[src/common/wpcm_params.svh]
// Register indices, field positions, reset values and CRC constants of the
// wake-up pattern matcher. Assumes byte address = 4 * register index.
`ifndef WPCM_PARAMS_SVH
`define WPCM_PARAMS_SVH

// Register indices (byte address is four times the index)
`define WPCM_IDX_P2_CRC_LO 10'h050
`define WPCM_IDX_P2_CRC_HI 10'h052
`define WPCM_IDX_P2_BSEL0 10'h054
`define WPCM_IDX_P2_BSEL1 10'h056
`define WPCM_IDX_P2_BSEL2 10'h058
`define WPCM_IDX_P2_BSEL3 10'h05A
`define WPCM_IDX_P3_CRC_LO 10'h060
`define WPCM_IDX_P3_CRC_HI 10'h062
`define WPCM_IDX_P3_BSEL0 10'h064
`define WPCM_IDX_P3_BSEL1 10'h066
`define WPCM_IDX_P3_BSEL2 10'h068
`define WPCM_IDX_P3_BSEL3 10'h06A
`define WPCM_IDX_CTRL 10'h06C
`define WPCM_IDX_STAT 10'h06E

// Slot numbers inside one pattern's register group
`define WPCM_SLOT_CRC_LO 3'h0
`define WPCM_SLOT_CRC_HI 3'h1
`define WPCM_SLOT_BSEL0 3'h2
`define WPCM_SLOT_BSEL1 3'h3
`define WPCM_SLOT_BSEL2 3'h4
`define WPCM_SLOT_BSEL3 3'h5

// Field positions and reset values
`define WPCM_CTRL_EN_LSB 0
`define WPCM_STAT_MATCH_LSB 0
`define WPCM_REG_RESET 16'h0000

// Frame window and CRC-32 (reflected form)
`define WPCM_WINDOW_BYTES 7'h40
`define WPCM_CRC_INIT 32'hFFFFFFFF
`define WPCM_CRC_POLY 32'hEDB88320

// Bus responses
`define WPCM_RESP_OKAY 2'h0
`define WPCM_RESP_SLVERR 2'h2

`endif

[src/common/wpcm_pkg.sv]
// Types shared by the wake-up pattern matcher modules.
// Assumes the constants header is included by each user.
package wpcm_pkg;
	typedef enum logic [2:0] {
		FS_IDLE = 3'b001,
		FS_COLLECT = 3'b010,
		FS_CHECK = 3'b100
	} wpcm_frame_state_t;

	typedef enum logic [1:0] {
		RK_NONE = 2'h0,
		RK_CFG = 2'h1,
		RK_CTRL = 2'h2,
		RK_STAT = 2'h3
	} wpcm_reg_kind_t;

	typedef struct packed {
		wpcm_reg_kind_t kind;
		logic pat;
		logic [2:0] slot;
	} wpcm_dec_t;
endpackage : wpcm_pkg

[src/common/wpcm_frame_if.sv]
// Received byte stream annotated with its position in the frame.
// Assumes one producer (byte tracker) and any number of pattern engines.
`timescale 1ns/10ps
interface wpcm_frame_if;
	logic valid;
	logic [7:0] data;
	logic [6:0] pos;
	logic last;
	modport src (output valid, output data, output pos, output last);
	modport dst (input valid, input data, input pos, input last);
endinterface : wpcm_frame_if

[src/hw/wpcm_byte_track.sv]
// Numbers the bytes of each received frame from zero.
// Assumes the MAC receive path runs on aclk and marks each frame's last byte.
`timescale 1ns/10ps
`include "wpcm_params.svh"
module wpcm_byte_track
	import wpcm_pkg::*;
(
	input wire logic aclk, // System clock
	input wire logic aresetn, // Synchronous reset, active low
	input wire logic rx_valid, // Byte present
	input wire logic [7:0] rx_data, // Byte value
	input wire logic rx_last, // Byte ends the frame
	wpcm_frame_if.src frame // Annotated stream
);
	logic [6:0] pos;

	// Saturates at the window size so long frames never wrap into the mask
	always_ff @(posedge aclk) begin
		if (!aresetn) begin
			pos <= 7'h00;
		end else if (rx_valid) begin
			if (rx_last) begin
				pos <= 7'h00;
			end else if (pos != `WPCM_WINDOW_BYTES) begin
				pos <= pos + 7'h01;
			end
		end
	end

	assign frame.valid = rx_valid;
	assign frame.data = rx_data;
	assign frame.last = rx_last;
	assign frame.pos = pos;
endmodule : wpcm_byte_track

[src/hw/wpcm_crc_match.sv]
// One pattern engine: CRC over selected bytes, compare at frame end.
// Assumes mask and expected value are stable while a frame is received.
`timescale 1ns/10ps
`include "wpcm_params.svh"
module wpcm_crc_match
	import wpcm_pkg::*;
(
	input wire logic aclk, // System clock
	input wire logic aresetn, // Synchronous reset, active low
	wpcm_frame_if.dst frame, // Annotated stream
	input wire logic enable, // Pattern enabled
	input wire logic [63:0] mask, // Byte select, bit n is byte n+1
	input wire logic [31:0] expected, // Expected CRC
	output logic byte_sel, // Current byte is selected
	output logic match // One-cycle match pulse
);
	wpcm_frame_state_t state;
	logic [31:0] crc;
	logic [31:0] base;
	logic hit;

	function automatic logic [31:0] crc_byte(input logic [31:0] c, input logic [7:0] d);
		logic [31:0] r;
		r = c ^ {24'h000000, d};
		for (int i = 0; i < 8; i++) begin
			r = r[0] ? ((r >> 1) ^ `WPCM_CRC_POLY) : (r >> 1);
		end
		return r;
	endfunction : crc_byte

	// position to mask bit
	assign byte_sel = (frame.pos < `WPCM_WINDOW_BYTES) && mask[frame.pos[5:0]];
	assign base = (frame.pos == 7'h00) ? `WPCM_CRC_INIT : crc;
	// An empty mask with a zero expected CRC would match every frame, so it never counts
	assign hit = ((~crc) == expected) && enable && (|mask);

	// masked CRC update
	always_ff @(posedge aclk) begin
		if (!aresetn) begin
			crc <= `WPCM_CRC_INIT;
		end else if (frame.valid) begin
			crc <= byte_sel ? crc_byte(base, frame.data) : base;
		end
	end

	always_ff @(posedge aclk) begin
		if (!aresetn) begin
			state <= FS_IDLE;
		end else begin
			case (state)
				FS_IDLE, FS_COLLECT: begin
					if (frame.valid) begin
						state <= frame.last ? FS_CHECK : FS_COLLECT;
					end
				end
				// A one-byte frame straight after a check must be checked as well
				FS_CHECK: begin
					if (frame.valid) begin
						state <= frame.last ? FS_CHECK : FS_COLLECT;
					end else begin
						state <= FS_IDLE;
					end
				end
				default: begin
					state <= FS_IDLE;
				end
			endcase
		end
	end

	// compare at frame end
	always_ff @(posedge aclk) begin
		if (!aresetn) begin
			match <= 1'b0;
		end else begin
			match <= (state == FS_CHECK) && hit;
		end
	end
endmodule : wpcm_crc_match

[src/hw/wpcm_top.sv]
// Wake-up frame pattern matcher for patterns 2 and 3 with AXI4-Lite registers.
// Assumes rx_* come from the MAC receive path on aclk, one byte per valid.
//
// Summary of operation
// CRC-32 per pattern is taken only over frame bytes whose mask bit is set.
// Expected CRC: lower register holds bits 15..0, next register bits 31..16.
// Mask word 0: bit 0 selects frame byte 1, bit 15 byte 16.
// Mask word 1: bit 0 selects frame byte 17, bit 15 byte 32.
// Mask word 2: bit 0 selects frame byte 33, bit 15 byte 48.
// Mask word 3: bit 0 selects byte 49, bit 15 byte 64; later bytes ignored.
// A pattern matches when masked-byte CRC equals its stored expected CRC; the code never matches a pattern whose mask is empty.
`timescale 1ns/10ps
`include "wpcm_params.svh"
module wpcm_top
	import wpcm_pkg::*;
#(
	parameter int NPAT = 2, // Patterns held
	parameter int ADDR_W = 12 // Byte address width
) (
	input wire logic aclk, // System clock
	input wire logic aresetn, // Synchronous reset, active low
	input wire logic [ADDR_W-1:0] s_axi_awaddr, // Write address
	input wire logic s_axi_awvalid, // Write address valid
	output logic s_axi_awready, // Write address ready
	input wire logic [31:0] s_axi_wdata, // Write data
	input wire logic [3:0] s_axi_wstrb, // Write byte strobes
	input wire logic s_axi_wvalid, // Write data valid
	output logic s_axi_wready, // Write data ready
	output logic [1:0] s_axi_bresp, // Write response
	output logic s_axi_bvalid, // Write response valid
	input wire logic s_axi_bready, // Write response ready
	input wire logic [ADDR_W-1:0] s_axi_araddr, // Read address
	input wire logic s_axi_arvalid, // Read address valid
	output logic s_axi_arready, // Read address ready
	output logic [31:0] s_axi_rdata, // Read data
	output logic [1:0] s_axi_rresp, // Read response
	output logic s_axi_rvalid, // Read data valid
	input wire logic s_axi_rready, // Read data ready
	input wire logic rx_valid, // Received byte present
	input wire logic [7:0] rx_data, // Received byte
	input wire logic rx_last, // Last byte of the frame
	output logic [NPAT-1:0] match_pulse // One-cycle pattern match
);
	logic [15:0] cfg [NPAT][6];
	logic [NPAT-1:0] enable;
	logic [NPAT-1:0] stat;
	logic [63:0] mask [NPAT];
	logic [31:0] expected [NPAT];
	logic [NPAT-1:0] byte_sel;

	logic aw_got;
	logic w_got;
	logic [ADDR_W-1:0] aw_addr;
	logic [31:0] w_data;
	logic [3:0] w_strb;
	logic do_write;
	wpcm_dec_t wdec;
	wpcm_dec_t rdec;
	logic [15:0] next_rdata;

	// Index decode shared by the write and read paths
	function automatic wpcm_dec_t decode(input logic [ADDR_W-1:0] addr);
		wpcm_dec_t d;
		d.kind = RK_NONE;
		d.pat = 1'b0;
		d.slot = 3'h0;
		case (10'(addr >> 2))
			`WPCM_IDX_P2_CRC_LO: begin d.kind = RK_CFG; d.slot = `WPCM_SLOT_CRC_LO; end
			`WPCM_IDX_P2_CRC_HI: begin d.kind = RK_CFG; d.slot = `WPCM_SLOT_CRC_HI; end
			`WPCM_IDX_P2_BSEL0: begin d.kind = RK_CFG; d.slot = `WPCM_SLOT_BSEL0; end
			`WPCM_IDX_P2_BSEL1: begin d.kind = RK_CFG; d.slot = `WPCM_SLOT_BSEL1; end
			`WPCM_IDX_P2_BSEL2: begin d.kind = RK_CFG; d.slot = `WPCM_SLOT_BSEL2; end
			`WPCM_IDX_P2_BSEL3: begin d.kind = RK_CFG; d.slot = `WPCM_SLOT_BSEL3; end
			`WPCM_IDX_P3_CRC_LO: begin
				d.kind = RK_CFG;
				d.pat = 1'b1;
				d.slot = `WPCM_SLOT_CRC_LO;
			end
			`WPCM_IDX_P3_CRC_HI: begin
				d.kind = RK_CFG;
				d.pat = 1'b1;
				d.slot = `WPCM_SLOT_CRC_HI;
			end
			`WPCM_IDX_P3_BSEL0: begin
				d.kind = RK_CFG;
				d.pat = 1'b1;
				d.slot = `WPCM_SLOT_BSEL0;
			end
			`WPCM_IDX_P3_BSEL1: begin
				d.kind = RK_CFG;
				d.pat = 1'b1;
				d.slot = `WPCM_SLOT_BSEL1;
			end
			`WPCM_IDX_P3_BSEL2: begin
				d.kind = RK_CFG;
				d.pat = 1'b1;
				d.slot = `WPCM_SLOT_BSEL2;
			end
			`WPCM_IDX_P3_BSEL3: begin
				d.kind = RK_CFG;
				d.pat = 1'b1;
				d.slot = `WPCM_SLOT_BSEL3;
			end
			`WPCM_IDX_CTRL: d.kind = RK_CTRL;
			`WPCM_IDX_STAT: d.kind = RK_STAT;
			default: d.kind = RK_NONE;
		endcase
		return d;
	endfunction : decode

	// Write path: address and data may arrive in either order
	assign s_axi_awready = !aw_got && !s_axi_bvalid;
	assign s_axi_wready = !w_got && !s_axi_bvalid;
	assign do_write = aw_got && w_got && !s_axi_bvalid;
	assign wdec = decode(aw_addr);

	always_ff @(posedge aclk) begin
		if (!aresetn) begin
			aw_got <= 1'b0;
			aw_addr <= '0;
		end else if (s_axi_awvalid && s_axi_awready) begin
			aw_got <= 1'b1;
			aw_addr <= s_axi_awaddr;
		end else if (do_write) begin
			aw_got <= 1'b0;
		end
	end

	always_ff @(posedge aclk) begin
		if (!aresetn) begin
			w_got <= 1'b0;
			w_data <= 32'h00000000;
			w_strb <= 4'h0;
		end else if (s_axi_wvalid && s_axi_wready) begin
			w_got <= 1'b1;
			w_data <= s_axi_wdata;
			w_strb <= s_axi_wstrb;
		end else if (do_write) begin
			w_got <= 1'b0;
		end
	end

	always_ff @(posedge aclk) begin
		if (!aresetn) begin
			s_axi_bvalid <= 1'b0;
			s_axi_bresp <= `WPCM_RESP_OKAY;
		end else if (do_write) begin
			s_axi_bvalid <= 1'b1;
			s_axi_bresp <= (wdec.kind == RK_NONE) ? `WPCM_RESP_SLVERR : `WPCM_RESP_OKAY;
		end else if (s_axi_bready) begin
			s_axi_bvalid <= 1'b0;
		end
	end

	// pattern register storage
	always_ff @(posedge aclk) begin
		if (!aresetn) begin
			for (int p = 0; p < NPAT; p++) begin
				for (int s = 0; s < 6; s++) begin
					cfg[p][s] <= `WPCM_REG_RESET;
				end
			end
		end else if (do_write && wdec.kind == RK_CFG) begin
			for (int p = 0; p < NPAT; p++) begin
				for (int s = 0; s < 6; s++) begin
					if (wdec.pat == 1'(p) && wdec.slot == 3'(s)) begin
						if (w_strb[0]) begin
							cfg[p][s][7:0] <= w_data[7:0];
						end
						if (w_strb[1]) begin
							cfg[p][s][15:8] <= w_data[15:8];
						end
					end
				end
			end
		end
	end

	always_ff @(posedge aclk) begin
		if (!aresetn) begin
			enable <= '0;
		end else if (do_write && wdec.kind == RK_CTRL && w_strb[0]) begin
			enable <= w_data[`WPCM_CTRL_EN_LSB +: NPAT];
		end
	end

	// Sticky match flags, write one to clear; a new match wins over the clear
	always_ff @(posedge aclk) begin
		if (!aresetn) begin
			stat <= '0;
		end else if (do_write && wdec.kind == RK_STAT && w_strb[0]) begin
			stat <= (stat & ~w_data[`WPCM_STAT_MATCH_LSB +: NPAT]) | match_pulse;
		end else begin
			stat <= stat | match_pulse;
		end
	end

	// Read path: one answer outstanding, data registered
	assign s_axi_arready = !s_axi_rvalid;
	assign rdec = decode(s_axi_araddr);

	always_comb begin
		next_rdata = 16'h0000;
		case (rdec.kind)
			RK_CFG: next_rdata = cfg[rdec.pat][rdec.slot];
			RK_CTRL: next_rdata = 16'(enable);
			RK_STAT: next_rdata = 16'(stat);
			default: next_rdata = 16'h0000;
		endcase
	end

	always_ff @(posedge aclk) begin
		if (!aresetn) begin
			s_axi_rvalid <= 1'b0;
			s_axi_rdata <= 32'h00000000;
			s_axi_rresp <= `WPCM_RESP_OKAY;
		end else if (s_axi_arvalid && s_axi_arready) begin
			s_axi_rvalid <= 1'b1;
			s_axi_rdata <= {16'h0000, next_rdata};
			s_axi_rresp <= (rdec.kind == RK_NONE) ? `WPCM_RESP_SLVERR : `WPCM_RESP_OKAY;
		end else if (s_axi_rready) begin
			s_axi_rvalid <= 1'b0;
		end
	end

	// Frame side
	wpcm_frame_if frame ();

	wpcm_byte_track u_track (
		.aclk(aclk),
		.aresetn(aresetn),
		.rx_valid(rx_valid),
		.rx_data(rx_data),
		.rx_last(rx_last),
		.frame(frame)
	);

	genvar gp;
	generate
		for (gp = 0; gp < NPAT; gp++) begin : g_pat
			// low register is bits 15..0
			assign expected[gp] = {cfg[gp][`WPCM_SLOT_CRC_HI], cfg[gp][`WPCM_SLOT_CRC_LO]};
			// word 0 lowest bytes
			assign mask[gp] = {cfg[gp][`WPCM_SLOT_BSEL3], cfg[gp][`WPCM_SLOT_BSEL2],
				cfg[gp][`WPCM_SLOT_BSEL1], cfg[gp][`WPCM_SLOT_BSEL0]};

			wpcm_crc_match u_match (
				.aclk(aclk),
				.aresetn(aresetn),
				.frame(frame),
				.enable(enable[gp]),
				.mask(mask[gp]),
				.expected(expected[gp]),
				.byte_sel(byte_sel[gp]),
				.match(match_pulse[gp])
			);
		end
	endgenerate
endmodule : wpcm_top

[config.mk]
export PLATFORM = sky130hd
export DESIGN_NAME = wpcm_top
export DESIGN_NICKNAME = d
export VERILOG_FILES = /design/src/common/wpcm_pkg.sv /design/src/common/wpcm_frame_if.sv /design/src/hw/wpcm_byte_track.sv /design/src/hw/wpcm_crc_match.sv /design/src/hw/wpcm_top.sv
export VERILOG_INCLUDE_DIRS = /design/src /design/src/common
export SDC_FILE = /design/constraint.sdc
export NUM_CORES = 1
export LEC_CHECK = 0
export BUFFER_PORTS_ARGS = -buffer_cell sky130_fd_sc_hd__buf_2
export CAP_MARGIN = 20
export CORE_ASPECT_RATIO = 1.5
export CORE_MARGIN = 8
export CORE_UTILIZATION = 54
export CTS_CLUSTER_DIAMETER = 120
export DETAILED_ROUTE_END_ITERATION = 16
export GPL_TIMING_DRIVEN = 1
export PLACE_DENSITY = 0.83
export SLEW_MARGIN = 20
export SYNTH_ARGS = -nofsm -noshare
export SYNTH_HDL_FRONTEND = slang
export SYNTH_HIERARCHICAL = 1
export SYNTH_SLANG_ARGS = --single-unit
[constraint.sdc]
create_clock -name aclk -period 2.7 [get_ports aclk]
set_input_delay 0.675 -clock aclk [delete_from_list [all_inputs] [get_ports aclk]]
set_output_delay 0.675 -clock aclk [all_outputs]
set_load 0.005 [all_outputs]
==> summary.txt, run 1 <==
Worst setup path
  • Class of the most critical setup path: flop to flop
  • Capturing element type of the critical path: flop
  • Endpoint arrival time on the critical path: 3.14 ns
  • Data required, critical path: 3.12 ns
  • Critical Path Fanout Max: 32
  • Critical path cell sequence: buf_12 > buf_8 > mux4_2 > mux2i_1 > o211ai_1 > and3b_2 > a32oi_4 > a31oi_4 > buf_12 > a2bb2oi_1
  • Kind of cell with the highest combined delay on the critical path: compound AO/OA/AOI/OAI gates
  • Startpoint Class: flop
  • Critical path's most frequent cell: sky130_fd_sc_hd__buf_12
  • Cell type of the slowest stage on the worst timing path: sky130_fd_sc_hd__mux4_2
  • Peak per-stage delay on the critical path: 0.49 ns
  • Buffer and inverter count on the worst path: 3

Drt
  • Router iterations before antenna repair: 5
  • Routed Wire Length: 59.39 mm
  • Number of vias per cell after detailed routing: 6.221
  • DRC Markers: 0
  • Detailed-route via count: 14.37k
  • Starting DRC count in detailed routing: 1441
  • Wirelength per Cell: 25.72 um
  • Antenna violation net count after detailed routing: 0

Layout
  • Antenna diode count: 0
  • Final Core Density: 0.6458
  • Share of final-layout standard cells stronger than drive strength 1: 0.2372
  • Final layout net count: 1942
  • Non-Filler Cell Area, Final: 21470 um^2
  • Post-Layout Cell Count: 2309
  • Post-synthesis to final-layout area growth: 18.55%
  • # fillers: 2540

STA
  • Min Clock Period, post-route: 2.723 ns
  • Unrepaired setup endpoints after global routing: yes
  • Min setup slack post-route: -0.02302 ns
  • Clock skew: 0.02203 ns
  • Number of setup violations in the final report: 15
  • Worst slew margin relative to its limit: 0.5147
  • Slew @ Worst Pin: 0.7231 ns
  • Pins over their slew limit: 0
  • Final hold vios: 0
  • Final cycle utilization of the critical path: 1.009
  • Tightest hold margin: 0.3627 ns
  • Highest achievable clock rate: 0.3672 GHz

Clocking
  • Count of buffers added by post-CTS timing repair for setup: 0
  • CTS H-Tree Depth: 2
  • Clk_lat worst skew: 0.55 ns
  • Post-CTS Hold Fix Bufs: 0
  • Clk sinks: 325
  • Clock tree from TritonCTS: built
  • Longest Clk Path Bufs: 3
  • Number of clock buffers inserted by TritonCTS: 34
  • Clock-pin slew of the registers on the worst-case setup and hold paths: 0.07 ns
  • Root Driver: sky130_fd_sc_hd__clkbuf_16

Yosys
  • Post-synth design cell area: 18110 um^2
  • Syn Inst Count: 1644
  • Yosys warning count: 6
  • Mean Syn Cell Area: 11.01 um^2

Run status
  • Result of the run: finished with violations
  • Failing checks: negative setup slack

Global route
  • Maximum number of pins on one net before global-route repair: 35
  • First-pass GRT wire length: 87.48 mm
  • Total grt overflow: 0
  • Combined global-route utilization of all metal layers: 0.2973
  • Via count of the first global-routing pass: 14.31k
  • Antenna violations before repair: 1

Place
  • Number of I/O port buffers: 79
  • Instance count after placement with tap cells included: 2247
  • RD Place Congestion: 1.095
  • Cell area reported after detailed placement: 20230 um^2
  • Setup Slack @ Placement: -0.2114 ns
  • Hpwl dp: 46.15 mm

Floorplan
  • I/O pin count: 120
  • Die ar.: 39770 um^2
  • Number of placement rows: 82
  • Overall die height: 240.3 um
  • Core region area: 33240 um^2
  • Initial cell density of the core: 0.5447
  • Die Wd: 165.5 um

Flow run
  • Maxcap violations: 0

Power and ir drop
  • Part of the power in combinational logic: 0.149
  • Switching power as a share of total power: 0.2689
  • Power per standard cell area: 572.4 nW/um^2
  • Sequential Power Share: 0.466
  • Relative contribution of the clock network to total power: 0.385
  • Leakage power summed over all cells: 7.957 nW
  • IR drop worst, VDD: 0.4911 mV
  • Net load switching power: 3.304 mW
  • Cell internal pwr: 8.984 mW

Hold path
  • Path class of the lowest-slack min-delay path: input port to flop
[cells in the final DEF, fill, tap and decap left out, types with 26 or more instances in the layout]
| cell | instances |
|---|---|
| sky130_fd_sc_hd__xnor2_1 | 194 |
| sky130_fd_sc_hd__edfxtp_1 | 192 |
| sky130_fd_sc_hd__buf_4 | 188 |
| sky130_fd_sc_hd__dfxtp_1 | 131 |
| sky130_fd_sc_hd__nand2_1 | 128 |
| sky130_fd_sc_hd__and2_1 | 120 |
| sky130_fd_sc_hd__nor2_1 | 101 |
| sky130_fd_sc_hd__mux2i_1 | 82 |
| sky130_fd_sc_hd__buf_2 | 79 |
| sky130_fd_sc_hd__a21oi_1 | 58 |
| sky130_fd_sc_hd__a2bb2oi_1 | 57 |
| sky130_fd_sc_hd__nor4_1 | 50 |
| sky130_fd_sc_hd__o21ai_0 | 41 |
| sky130_fd_sc_hd__xor2_1 | 39 |
| sky130_fd_sc_hd__clkbuf_16 | 34 |
| sky130_fd_sc_hd__mux4_2 | 33 |
| sky130_fd_sc_hd__nand3_1 | 26 |
[worst reg2reg max path, delay by kind of cell, from the launching register on]
kind            cells  cell delay (ns)
buf+inv             3             0.49
flops               1             0.38
compound gates      4             0.82
mux                 2             0.64
simple gates        1             0.29
[power by group through the flow]
stage,clock [mW],combinational [mW],sequential (mW)
after CTS,4.75,1.79,5.72
after global placement,0,1.73,5.81
after global routing,4.92,1.95,5.74
after floorplan,0,1.27,5.68
final,4.73,1.83,5.72
after detailed placement,0,1.77,5.82
[path summary, 6_finish.rpt]
| kind | from | endpoint | slack (ns) | cells past startpoint |
|---|---|---|---|---|
| worst min-delay path | s_axi_awaddr[2] | aw_addr[2] | 0.36 | 3 |
| worst min register to register | s_axi_rdata[12] | s_axi_rdata[12] | 0.45 | 2 |
| worst max register to register | u_track/frame.pos[1] | g_pat[1].u_match/crc[13] | -0.02 | 10 |
| worst max-delay path | u_track/frame.pos[1] | g_pat[1].u_match/crc[13] | -0.02 | 10 |
[metal layers]
metal | GRT usage | vias to the layer above | routed length [um]
li1 | - | 6378 | -
met1 | 0.3537 | 6960 | 21960
met2 | 0.4868 | 813 | 27960
met3 | 0.04061 | 212 | 4524
met4 | 0.2100 | 2 | 4927
met5 | 0 | - | 13
[layout make-up]
class	instances	area [um^2]	area share
repair buffers	288	2196	0.1023
clock inverters	24	254.0	0.01183
flip-flops and latches	325	8436	0.3930
clock buffers	38	865.8	0.04033
inverters	12	45.04	0.002098
multi-input cells	1202	9145	0.4260
well taps	420	525.5	0.02448
[timing repair]
action | CTS | global route
hold endpoints to repair | 0 | 0
endpoints found under the setup margin | 32 | 119
gates resized for setup | 3 | 20
pin swaps | 1 | 3
[per-stage QoR]
stage	power (mW)	TNS, ns
2_1_floorplan	6.950	0
3_3_place_gp	7.540	-1.231
3_5_place_dp	7.588	-2.078
4_1_cts	12.25	0
5_1_grt	12.60	-2.270
6_report	12.29	-0.09656
[state kept, by name, indices dropped and copies added, names as in the netlist, 2 cells and up]
signal and count:
g_pat.u_match/state 6, aw_addr 10, w_data 16, stat 2, u_track/frame.pos 7, cfg 192, enable 2, w_strb 2
g_pat.u_match/match 2, g_pat.u_match/crc 64, s_axi_rdata 16
Power figures use the tool's default switching activity.
==> run 2: changes to the inputs <==
==> constraint.sdc (replaced) <==
create_clock -name aclk -period 2.5 [get_ports aclk]
set_input_delay 0.625 -clock aclk [delete_from_list [all_inputs] [get_ports aclk]]
set_output_delay 0.625 -clock aclk [all_outputs]
set_load 0.005 [all_outputs]
==> run 2 against run 1 <==
Net effect: the flow still finishes with violations (negative setup slack); clock skew shrank 0.0085 ns; first-iteration DRC count grew 10%; sequential power grew 7.9%; critical endpoint is now g_pat[0].u_match/crc[30]; largest cell class unchanged.
==> summary.txt, run 2 (same netlist as run 1, synthesis figures left out) <==
Power and ir drop
  • Leakage power summed over all cells: 8.187 nW (was 7.957 nW)
  • Power per standard cell area: 597.7 nW/um^2 (was 572.4 nW/um^2)
  • IR drop worst, VDD: 0.5258 mV (was 0.4911 mV)
  • Post-layout total power: 13.08 mW (was 12.29 mW)

Layout
  • Share of final-layout standard cells stronger than drive strength 1: 0.2505 (was 0.2372)
  • Leading cell types in the layout, fill and taps excluded: 222 x sky130_fd_sc_hd__buf_4, 195 x sky130_fd_sc_hd__xnor2_1, 192 x sky130_fd_sc_hd__edfxtp_1 (was 194 x sky130_fd_sc_hd__xnor2_1, 192 x sky130_fd_sc_hd__edfxtp_1, 188 x sky130_fd_sc_hd__buf_4)
  • Final layout net count: 1986 (was 1942)
  • # fillers: 2489 (was 2540)
  • Most common cell after layout, fill and taps aside: sky130_fd_sc_hd__buf_4 (was sky130_fd_sc_hd__xnor2_1)
  • Non-Filler Cell Area, Final: 21880 um^2 (was 21470 um^2)
  • Post-synthesis to final-layout area growth: 20.84% (was 18.55%)
  • Register name with the most flops: cfg (unchanged)
  • Max reg flops: 192 (unchanged)
  • Registers with the most flip-flops: cfg: 192 flops, g_pat.u_match/crc: 64 flops (unchanged)
  • Antenna diode count: 0 (unchanged)

Clocking
  • Clk_lat worst skew: 0.60 ns (was 0.55 ns)
  • Clk sinks: 325 (unchanged)
  • Longest Clk Path Bufs: 3 (unchanged)
  • Root Driver: sky130_fd_sc_hd__clkbuf_16 (unchanged)
  • CTS H-Tree Depth: 1 (was 2)
  • Number of clock buffers inserted by TritonCTS: 31 (was 34)
  • Clock tree from TritonCTS: built (unchanged)
  • Clock-pin slew of the registers on the worst-case setup and hold paths: 0.07 ns (about the same)

STA
  • Clock skew: 0.01357 ns (was 0.02203 ns)
  • Setup TNS: -12.73 ns (was -0.09656 ns)
  • Number of setup violations in the final report: 64 (was 15)
  • Worst slew margin relative to its limit: 0.3766 (was 0.5147)
  • Highest achievable clock rate: 0.3653 GHz (was 0.3672 GHz)
  • Unrepaired setup endpoints after global routing: yes (unchanged)
  • Min setup slack post-route: -0.2374 ns (was -0.02302 ns)
  • Slew @ Worst Pin: 0.9287 ns (was 0.7231 ns)
  • Pins over their slew limit: 0 (unchanged)
  • Min Clock Period, post-route: 2.737 ns (was 2.723 ns)
  • Tightest hold margin: 0.2689 ns (was 0.3627 ns)
  • Final cycle utilization of the critical path: 1.095 (was 1.009)
  • Final hold vios: 0 (unchanged)

Drt
  • Wirelength per Cell: 25.87 um (was 25.72 um)
  • Number of vias per cell after detailed routing: 6.196 (was 6.221)
  • DRC Markers: 0 (unchanged)
  • Antenna violation net count after detailed routing: 0 (unchanged)
  • Router iterations before antenna repair: 5 (unchanged)
  • Routed Wire Length: 60.86 mm (was 59.39 mm)
  • Starting DRC count in detailed routing: 1589 (was 1441)
  • Detailed-route via count: 14.57k (was 14.37k)

Worst setup path
  • Capturing element type of the critical path: flop (unchanged)
  • Class of the most critical setup path: flop to flop (unchanged)
  • Startpoint Class: flop (unchanged)
  • Data required, critical path: 2.97 ns (was 3.12 ns)
  • Critical Path Fanout Max: 16 (was 32)
  • Endpoint arrival time on the critical path: 3.20 ns (was 3.14 ns)

Global route
  • Combined global-route utilization of all metal layers: 0.3042 (was 0.2973)
  • Maximum number of pins on one net before global-route repair: 35 (unchanged)
  • Via count of the first global-routing pass: 14.63k (was 14.31k)
  • Total grt overflow: 0 (unchanged)
  • First-pass GRT wire length: 89.60 mm (was 87.48 mm)
  • Antenna violations before repair: 0 (was 1)

Floorplan
  • Overall die height: 240.3 um (unchanged)
  • I/O pin count: 120 (unchanged)
  • Die ar.: 39770 um^2 (unchanged)
  • Die Wd: 165.5 um (unchanged)
  • Number of placement rows: 82 (unchanged)
  • Initial cell density of the core: 0.5447 (unchanged)
  • Core region area: 33240 um^2 (unchanged)

Hold path
  • Path class of the lowest-slack min-delay path: input port to flop (unchanged)

Place
  • RD Place Congestion: 1.048 (was 1.095)
  • Cell area reported after detailed placement: 20720 um^2 (was 20230 um^2)
  • Setup Slack @ Placement: -0.3144 ns (was -0.2114 ns)
  • Hpwl dp: 47.30 mm (was 46.15 mm)
  • Number of I/O port buffers: 79 (unchanged)

Flow run
  • Maxcap violations: 0 (unchanged)

Run status
  • Result of the run: finished with violations (unchanged)
  • Failing checks: negative setup slack (unchanged)
-- run 2: cell types whose count changed in the layout (fill, tap and decap cells not counted), sizes merged --
cell / previous run / this run
buf: 288 / 334
bufinv: 3 / 4
clkbuf: 38 / 41
clkinvlp: 6 / 4
inv: 18 / 13
-- run 2: area by class of cell --
| type | count | area [um^2] | share of cell area |
|---|---|---|---|
| Timing Repair Buffer | 335 | 2713 | 0.1240 |
| Clock inverter | 18 | 211.5 | 0.009664 |
| Clock buffer | 40 | 819.5 | 0.03745 |
| Multi-Input combinational cell | 1202 | 9131 | 0.4173 |
| Inverter | 12 | 45.04 | 0.002059 |
| Sequential cell | 325 | 8436 | 0.3855 |
| Tap cell | 420 | 525.5 | 0.02402 |
-- run 2: report_power, final --
group          internal [mW]  switching (mW)  total, mW
Combinational           1.02            1.06       2.09
Clock                   2.74            2.08       4.82
Sequential              5.87           0.299       6.17
-- run 2: layer usage --
metal	global-route usage	wire length, um	vias up
met5	0	0	-
met4	0.2043	4974	0
met3	0.03564	4844	212
met2	0.5064	29080	818
met1	0.3626	21960	7078
li1	-	-	6465
-- run 2: worst max-delay path, stage by stage, from the launching register on --
cell and delay (ns):
sky130_fd_sc_hd__dfxtp_4 0.41, sky130_fd_sc_hd__buf_4 0.15, sky130_fd_sc_hd__mux4_2 0.53, sky130_fd_sc_hd__mux4_2 0.53, sky130_fd_sc_hd__nand2b_4 0.17, sky130_fd_sc_hd__a32oi_4 0.27, sky130_fd_sc_hd__a31oi_4 0.20, sky130_fd_sc_hd__buf_12 0.20
sky130_fd_sc_hd__a2bb2oi_1 0.14
-- run 2: final timing paths --
kind	cells past startpoint	slack (ns)	to	from
worst max-delay path	8	-0.24	g_pat[0].u_match/crc[30]	u_track/frame.pos[1]
worst min-delay path	3	0.27	w_data[11]	s_axi_wdata[11]
worst max register to register	8	-0.24	g_pat[0].u_match/crc[30]	u_track/frame.pos[1]
worst min register to register	2	0.45	aw_addr[9]	aw_addr[9]
-- run 2: per-stage QoR --
step / std cells / utilization
2_1_floorplan: 1661 / -
3_3_place_gp: 2291 / 0.6232
3_5_place_dp: 2291 / 0.6232
4_1_cts: 2350 / 0.6550
5_1_grt: 2352 / 0.6582
6_report: 2352 / 0.6582
-- run 2: timing repair --
action                                  in CTS  in global routing
gates resized for setup                      5                 14
setup buffers                                1                  0
endpoints found under the hold margin        0                  0
endpoints found under the setup margin     144                258
hold buffers                                 0                  0
gates cloned                                 0                  2
